===== src/verilog/multi_port_switch_pkg.sv =====
/*
  Shared constants for the four-master, three-slave crossbar switch:
  port counts, port numbers, address decode and arbitration priorities.
  Assumes one synchronous system clock domain.
*/
package multi_port_switch_pkg;

  localparam int NUM_MASTERS = 4;
  localparam int NUM_SLAVES  = 3;
  localparam int MIDX_W      = 2;
  localparam int SIDX_W      = 2;
  localparam int PRIO_W      = 2;

  // master port numbers
  localparam logic [MIDX_W-1:0] M_CPU_INSTR = 2'h0;
  localparam logic [MIDX_W-1:0] M_CPU_DATA  = 2'h1;
  localparam logic [MIDX_W-1:0] M_DMA       = 2'h2;
  localparam logic [MIDX_W-1:0] M_NET       = 2'h3;

  // slave port numbers
  localparam logic [SIDX_W-1:0] S_FLASH  = 2'h0;
  localparam logic [SIDX_W-1:0] S_SRAM   = 2'h1;
  localparam logic [SIDX_W-1:0] S_BRIDGE = 2'h2;

  // decode on the top two address bits: 00 flash, 01 sram, 1x bridge
  localparam int              DEC_MSB     = 31;
  localparam int              DEC_LSB     = 30;
  localparam logic [1:0]      DEC_FLASH   = 2'h0;
  localparam logic [1:0]      DEC_SRAM    = 2'h1;

  // larger value wins; both cpu ports tie, both bulk movers tie
  localparam logic [PRIO_W-1:0] PRIO_FIXED [NUM_MASTERS] = '{2'h2, 2'h2, 2'h1, 2'h1};
  localparam logic [PRIO_W-1:0] PRIO_ELEV   = 2'h3;

endpackage


===== src/verilog/multi_port_switch.sv =====
/*
  Crossbar switch: four master ports routed to three slave ports with a
  per-slave arbiter (fixed priority, elevation, round-robin on ties).
  Assumes masters hold request, address and write data stable until the
  last beat completes, and slaves answer each beat with s_ready.
*/
`timescale 1ns/1ps
module multi_port_switch
  import multi_port_switch_pkg::*;
#(
  parameter int AW = 32,
  parameter int DW = 32
) (
  input  wire logic                          mclk,      // system clock, 40 MHz
  input  wire logic                          rst,       // async reset, active high
  input  wire logic [NUM_MASTERS-1:0]        m_req,     // master wants a transfer
  input  wire logic [NUM_MASTERS-1:0][AW-1:0] m_addr,   // master address
  input  wire logic [NUM_MASTERS-1:0]        m_we,      // master write
  input  wire logic [NUM_MASTERS-1:0][DW-1:0] m_wdata,  // master write data
  input  wire logic [NUM_MASTERS-1:0]        m_last,    // current beat ends transaction
  input  wire logic [NUM_MASTERS-1:0]        m_elevate, // raise master priority
  output logic      [NUM_MASTERS-1:0]        m_gnt,     // master owns its target slave
  output logic      [NUM_MASTERS-1:0]        m_ready,   // beat completes
  output logic      [NUM_MASTERS-1:0][DW-1:0] m_rdata,  // read data to master
  output logic      [NUM_SLAVES-1:0]         s_sel,     // slave beat active
  output logic      [NUM_SLAVES-1:0][AW-1:0] s_addr,    // slave address
  output logic      [NUM_SLAVES-1:0]         s_we,      // slave write
  output logic      [NUM_SLAVES-1:0][DW-1:0] s_wdata,   // slave write data
  input  wire logic [NUM_SLAVES-1:0]         s_ready,   // slave beat done
  input  wire logic [NUM_SLAVES-1:0][DW-1:0] s_rdata    // slave read data
);

  typedef logic [NUM_MASTERS-1:0][PRIO_W-1:0] prio_vec_t;

  function automatic logic [SIDX_W-1:0] slave_of(input logic [AW-1:0] a);
    if (a[DEC_MSB:DEC_LSB] == DEC_FLASH) begin
      return S_FLASH;
    end else if (a[DEC_MSB:DEC_LSB] == DEC_SRAM) begin
      return S_SRAM;
    end else begin
      return S_BRIDGE;
    end
  endfunction

  // scan starts one past the last winner; strict compare keeps the first tie
  function automatic logic [MIDX_W-1:0] pick(input logic [NUM_MASTERS-1:0] cand,
                                             input logic [MIDX_W-1:0]      last,
                                             input prio_vec_t              pr);
    logic [MIDX_W-1:0] idx;
    logic [MIDX_W-1:0] win;
    logic              found;
    win   = last;
    found = 1'b0;
    for (int k = 1; k <= NUM_MASTERS; k++) begin
      idx = last + k[MIDX_W-1:0];
      if (cand[idx] && (!found || pr[idx] > pr[win])) begin
        win   = idx;
        found = 1'b1;
      end
    end
    return win;
  endfunction

  logic      [NUM_SLAVES-1:0]              busy_q, busy_d;
  logic      [NUM_SLAVES-1:0][MIDX_W-1:0]  owner_q, owner_d;
  logic      [NUM_SLAVES-1:0][MIDX_W-1:0]  last_q, last_d;
  logic      [NUM_SLAVES-1:0][NUM_MASTERS-1:0] cand_c;
  logic      [NUM_MASTERS-1:0][SIDX_W-1:0] tgt_c;
  prio_vec_t                               prio_c;

  always_comb begin
    for (int m = 0; m < NUM_MASTERS; m++) begin
      tgt_c[m]  = slave_of(m_addr[m]);
      prio_c[m] = m_elevate[m] ? PRIO_ELEV : PRIO_FIXED[m];
    end
  end

  function automatic logic is_fetch(input int s, input logic [MIDX_W-1:0] m);
    return (s == int'(S_FLASH)) && (m == M_CPU_INSTR);
  endfunction

  always_comb begin
    logic                   gen;
    logic [NUM_MASTERS-1:0] owned;
    logic [NUM_MASTERS-1:0] allow;
    logic [MIDX_W-1:0]      w;
    busy_d  = busy_q;
    owner_d = owner_q;
    last_d  = last_q;
    cand_c  = '0;
    gen     = 1'b0;
    owned   = '0;
    allow   = '0;
    w       = '0;
    for (int s = 0; s < NUM_SLAVES; s++) begin
      if (busy_q[s]) begin
        owned[owner_q[s]] = 1'b1;
        if (!is_fetch(s, owner_q[s])) begin
          gen = 1'b1;
        end
      end
    end
    for (int s = 0; s < NUM_SLAVES; s++) begin
      if (busy_q[s]) begin
        // ownership only ends on the owner's last completed beat
        if (s_ready[s] && m_req[owner_q[s]] && m_last[owner_q[s]]) begin
          busy_d[s] = 1'b0;
        end
      end else begin
        for (int m = 0; m < NUM_MASTERS; m++) begin
          // fetch-to-flash may always start; any other path only while no general path is busy
          allow[m]     = is_fetch(s, m[MIDX_W-1:0]) || !gen;
          cand_c[s][m] = m_req[m] && tgt_c[m] == s[SIDX_W-1:0] && !owned[m] && allow[m];
        end
        if (|cand_c[s]) begin
          w          = pick(cand_c[s], last_q[s], prio_c);
          busy_d[s]  = 1'b1;
          owner_d[s] = w;
          last_d[s]  = w;
          owned[w]   = 1'b1;
          if (!is_fetch(s, w)) begin
            gen = 1'b1;
          end
        end
      end
    end
  end

  always_ff @(posedge mclk or posedge rst) begin
    if (rst) begin
      busy_q  <= '0;
      owner_q <= '0;
      last_q  <= '0;
    end else begin
      busy_q  <= busy_d;
      owner_q <= owner_d;
      last_q  <= last_d;
    end
  end

  // paths follow registered ownership; stalled masters see no ready
  always_comb begin
    m_gnt   = '0;
    m_ready = '0;
    m_rdata = '0;
    for (int s = 0; s < NUM_SLAVES; s++) begin
      s_sel[s]   = busy_q[s] && m_req[owner_q[s]];
      s_addr[s]  = busy_q[s] ? m_addr[owner_q[s]] : '0;
      s_we[s]    = busy_q[s] && m_we[owner_q[s]];
      s_wdata[s] = busy_q[s] ? m_wdata[owner_q[s]] : '0;
      if (busy_q[s]) begin
        m_gnt[owner_q[s]]   = 1'b1;
        m_ready[owner_q[s]] = s_ready[s] && m_req[owner_q[s]];
        m_rdata[owner_q[s]] = s_rdata[s];
      end
    end
  end

  logic [1:0] n_busy_c;
  logic [1:0] n_gen_c;
  always_comb begin
    n_busy_c = '0;
    n_gen_c  = '0;
    for (int s = 0; s < NUM_SLAVES; s++) begin
      n_busy_c = n_busy_c + {1'b0, busy_q[s]};
      n_gen_c  = n_gen_c + {1'b0, busy_q[s] && !is_fetch(s, owner_q[s])};
    end
  end

  property p_two_in_flight;
    @(posedge mclk) disable iff (rst) n_busy_c <= 2'h2 && n_gen_c <= 2'h1;
  endproperty
  a_two_in_flight: assert property (p_two_in_flight) else $error("too many transfers or general owners");

  property p_elev;
    @(posedge mclk) disable iff (rst)
      (m_elevate[M_DMA] |-> prio_c[M_DMA] == PRIO_ELEV) and
      (!m_elevate[M_DMA] |-> prio_c[M_DMA] == PRIO_FIXED[M_DMA]);
  endproperty
  a_elev: assert property (p_elev) else $error("dma priority not fixed or elevated as asked");

  genvar gs;
  generate
    for (gs = 0; gs < NUM_SLAVES; gs++) begin : g_chk
      property p_hold;
        @(posedge mclk) disable iff (rst)
          busy_q[gs] && !(s_ready[gs] && m_req[owner_q[gs]] && m_last[owner_q[gs]])
          |=> busy_q[gs] && $stable(owner_q[gs]);
      endproperty
      a_hold: assert property (p_hold) else $error("ownership changed mid-transaction");

      property p_release;
        @(posedge mclk) disable iff (rst)
          busy_q[gs] && s_ready[gs] && m_req[owner_q[gs]] && m_last[owner_q[gs]] |=> !busy_q[gs];
      endproperty
      a_release: assert property (p_release) else $error("slave not released after last beat");

      property p_win_prio;
        @(posedge mclk) disable iff (rst)
          !busy_q[gs] && |cand_c[gs] |->
            busy_d[gs] && cand_c[gs][owner_d[gs]] &&
            !(cand_c[gs][0] && prio_c[0] > prio_c[owner_d[gs]]) &&
            !(cand_c[gs][1] && prio_c[1] > prio_c[owner_d[gs]]) &&
            !(cand_c[gs][2] && prio_c[2] > prio_c[owner_d[gs]]) &&
            !(cand_c[gs][3] && prio_c[3] > prio_c[owner_d[gs]]);
      endproperty
      a_win_prio: assert property (p_win_prio) else $error("lower priority master won");

      property p_rr;
        @(posedge mclk) disable iff (rst)
          !busy_q[gs] && |cand_c[gs] |=> busy_q[gs] ##0 last_q[gs] == owner_q[gs];
      endproperty
      a_rr: assert property (p_rr) else $error("last winner not recorded");

      property p_route;
        @(posedge mclk) disable iff (rst)
          busy_q[gs] |-> s_addr[gs] == m_addr[owner_q[gs]] && s_wdata[gs] == m_wdata[owner_q[gs]]
                         && m_rdata[owner_q[gs]] == s_rdata[gs];
      endproperty
      a_route: assert property (p_route) else $error("path not routed to owner");
    end
  endgenerate

  genvar gm;
  generate
    for (gm = 0; gm < NUM_MASTERS; gm++) begin : g_mchk
      property p_stall;
        @(posedge mclk) disable iff (rst) m_req[gm] && !m_gnt[gm] |-> !m_ready[gm];
      endproperty
      a_stall: assert property (p_stall) else $error("stalled master saw ready");
    end
  endgenerate

endmodule


===== config.mk =====
export PLATFORM = sky130hd
export DESIGN_NAME = multi_port_switch
export DESIGN_NICKNAME = d
export VERILOG_FILES = /design/src/verilog/multi_port_switch_pkg.sv /design/src/verilog/multi_port_switch.sv
export SDC_FILE = /design/constraint.sdc
export NUM_CORES = 1
export LEC_CHECK = 0
export ABC_AREA = 1
export BUFFER_PORTS_ARGS = -buffer_cell sky130_fd_sc_hd__buf_2
export CORE_AREA = 2 2 271 273
export CTS_BUF_LIST = sky130_fd_sc_hd__clkbuf_4 sky130_fd_sc_hd__clkbuf_8
export CTS_CLUSTER_SIZE = 10
export DETAILED_ROUTE_END_ITERATION = 10
export DIE_AREA = 0 0 273 275
export PLACE_DENSITY = 0.41
export SYNTH_ARGS = -nofsm -noshare
export SYNTH_HDL_FRONTEND = slang
export SYNTH_SLANG_ARGS = --single-unit

===== constraint.sdc =====
create_clock -name mclk -period 15.75 [get_ports mclk]
set_input_delay 1.575 -clock mclk [delete_from_list [all_inputs] [get_ports mclk]]
set_output_delay 1.575 -clock mclk [all_outputs]
set_load 0.005 [all_outputs]

==> impl_metrics.csv <==
group,metric,value,unit
global_routing,grt_pass1_vias,16500,
power,leakagePower,7.42,nW
layout,drive_gt1_share,31.1,%
global_routing,gr-total-overflow,0,
sta,fin_crit,11.09,ns
logic_synthesis,synth_seq_area_share,1.97,%
floorplanning,row_count,99,
global_routing,grtUsageTotal,20.1,%
sta,worstMarginPinSlew,1.19,ns
flow_run,maxCapViolCount,0,
clock_tree,cts_setup_buffers,0,
setup_path,cp.arrival,11.27,ns
clock_tree,cts_root_buffer,"clkbuf_8",
sta,max_freq,90.2,MHz
sta,finClkSkew,0.00461,ns
setup_path,cp.required,15.93,ns
setup_path,cp-startpoint,"owner_q[4]",
logic_synthesis,async_flop_share,100,%
clock_tree,cts_resized,0,
placed_design,pre_cts_ws,4.64,ns
clock_tree,cts_buffers,3,
floorplanning,pin_count,707,
clock_tree,cts_hold_buf,0,
clock_tree,cts_max_path_buffers,2,
logic_synthesis,yosysWarnings,0,
routing,vias,18200,
clock_tree,clock_latency,0.24,ns
clock_tree,cts_sinks,9,
routing,ant_nets,0,
setup_path,rr_startpoint,"owner_q[4]",
sta,fin_ws,4.66,ns
layout,area_growth_syn_to_layout,36.9,%
logic_synthesis,syn_area,11400,um2
setup_path,cp_slowest_cell,"dfrtp_4",
layout,fin_nets,3090,
routing,wl_per_cell,22.2,um
logic_synthesis,yosys-top-cells-area,"a21oi_1, o211ai_1, nand2_1",
logic_synthesis,synth_nets,2573,
sta,finalSetupTns,0,ns
setup_path,startpoint_type,"flop",
sta,rsz0062_at_grt,"no",
logic_synthesis,synth_cells,2170,
global_routing,grt_max_degree,212,
placed_design,dp_hpwl,63200,um
worst_hold_path,worstHoldPathType,"reg -> reg",
sta,drv_slew,0,
floorplanning,die_area,75100,um2
worst_hold_path,min_from,"busy_q[1]",
layout,fin_area,15700,um2
floorplanning,initial_core_util,15.8,%
logic_synthesis,synth_edf_count,0,
logic_synthesis,ys_ff_latch,9,
power,total_power,3.16,mW
global_routing,antenna_found_initial,38,
layout,final_util,21.7,%
placed_design,place_area,15600,um2
power,peakVddDrop,0.114,mV
clock_tree,cts_tree,"done",
floorplanning,die_w,273,um
floorplanning,core-area,72300,um2
setup_path,critical_path_peak_fanout,85,
routing,first_iter_violations,1447,
logic_synthesis,synth_area_per_cell,5.27,um2
routing,drc,0,
sta,max-slew-margin-rel,20.4,%
placed_design,port_buffers,706,
logic_synthesis,synth_top_area_cell,"a21oi_1",
global_routing,grt_pass1_wl,115000,um
sta,min_period_over_period,70.4,%
sta,hold_viol_final,0,
placed_design,gp_congestion,0.904,
power,powerDensity,202,nW/um2
logic_synthesis,synthFlopType,"dfrtp_1",
setup_path,crit_path_end_kind,"flop",
status,outcome,"finished clean",
setup_path,critPathMaxStageDelay,0.98,ns
routing,firstDrtPassIters,7,
floorplanning,dieHeight,275,um
routing,via_per_inst,4.99,
setup_path,critical_path_class,"reg -> reg",
routing,routed_wl,81300,um
logic_synthesis,ys_types,40,
sta,setup_violations,0,
logic_synthesis,synth_top_area_share,22.4,%
clock_tree,cts_max_level,1,
clock_tree,path_clk_slew,0.06,ns
==> path summary, 6_finish.rpt <==
| kind | slack [ns] | depth (start not counted) | endpoint |
|---|---|---|---|
| min reg2reg | 0.81 | 2 | busy_q[1] |
| max | 4.66 | 80 | owner_q[4] |
| max in group asynchronous | 13.97 | 2 | last_q[0] |
| min | 0.81 | 2 | busy_q[1] |
| max reg2reg | 4.66 | 80 | owner_q[4] |
| min in group asynchronous | 1.37 | 2 | owner_q[5] |
==> cells in the mapped netlist, types with 2 or more instances <==
cell / n
a21oi_1: 512
nand2_1: 382
o21ai_0: 242
inv_1: 216
o211ai_1: 198
clkbuf_1: 186
a221oi_1: 96
nor2_1: 72
nand3_1: 35
a31oi_1: 33
ha_1: 30
buf_1: 29
nand2_2: 25
nand3_2: 15
nand2_4: 12
dfrtp_1: 9
o21ai_1: 9
inv_2: 7
nand4_1: 7
nor3_1: 7
nor2_2: 6
nor2_4: 6
a211oi_1: 5
clkinv_1: 4
nand3_4: 4
o21ai_2: 4
a211o_1: 3
buf_2: 3
a221o_1: 2
==> area by class of cell <==
cell class,count,area [um2]
repair buffers,731,3730
clock buffers,4,48.8
well taps,959,1200
fillers,8632,56700
multi-input cells,1714,9540
inverters,228,862
flip-flops and latches,9,248
diodes,14,35.0
==> report_power, final <==
part | leakage (nW) | total [mW] | internal (mW) | switching, mW
Sequential | 0.104 | 0.145 | 0.0375 | 0.108
Combinational | 7.29 | 2.98 | 1.04 | 1.95
Clock | 0.0263 | 0.0313 | 0.0196 | 0.0117
Total | 7.42 | 3.16 | 1.09 | 2.07
==> metal layers <==
metal	routed length [um]	global-route usage (%)	vias to the layer above
met5	214	0	-
met4	3330	7.12	36
met3	7320	5.19	161
met2	38800	35.0	927
met1	31600	23.7	8327
li1	-	-	8797
==> cell usage in the layout (no fill, tap or decap), types with 4 or more instances in the layout <==
cell type	count
buf_2	706
a21oi_1	512
nand2_1	381
o21ai_0	242
inv_1	210
o211ai_1	198
a221oi_1	96
nor2_1	68
nand3_1	35
a31oi_1	33
ha_1	30
nand2_2	26
buf_4	24
nand3_2	15
diode_2	14
inv_2	12
nand2_4	12
nor2_2	10
o21ai_1	9
nor3_1	7
nand4_1	7
nor2_4	6
dfrtp_4	6
a211oi_1	5
nand3_4	4
o21ai_2	4
clkinv_1	4
==> state kept, by name, indices dropped and copies added (netlist names) <==
register,flops
last_q,4
busy_q,3
owner_q,2
==> stage by stage <==
stage / hold WS (ns) / cells
after floorplan: 0.637 / 2170
after global placement: 0.844 / 3641
after detailed placement: 0.826 / 3641
after CTS: 0.834 / 3645
after global routing: 0.844 / 3654
final: 0.809 / 3659
==> worst max-delay path, delay by kind of cell, from the launching register on <==
family / cells / cell delay (ns)
buffers and inverters: 9 / 0.95
AOI/OAI and AO/OA: 15 / 2.42
adders and majority gates: 7 / 2.00
DFF: 1 / 0.98
and+or+nand+nor: 49 / 4.61
==> cell families (layout without fill, tap and decap cells) <==
logic type                 after synthesis  after routing  synth area share (%)
AOI/OAI and AO/OA                     1109           1109                  56.9
and+or+nand+nor                        574            574                  22.8
buffers and inverters                  447            963                  14.8
adders and majority gates               30             30                  3.28
DFF                                      9              9                  1.97
xor gates and xnor gates                 1              1                 0.241
other                                    0             14                     0
Note: power is estimated with default switching activity, not from simulation.
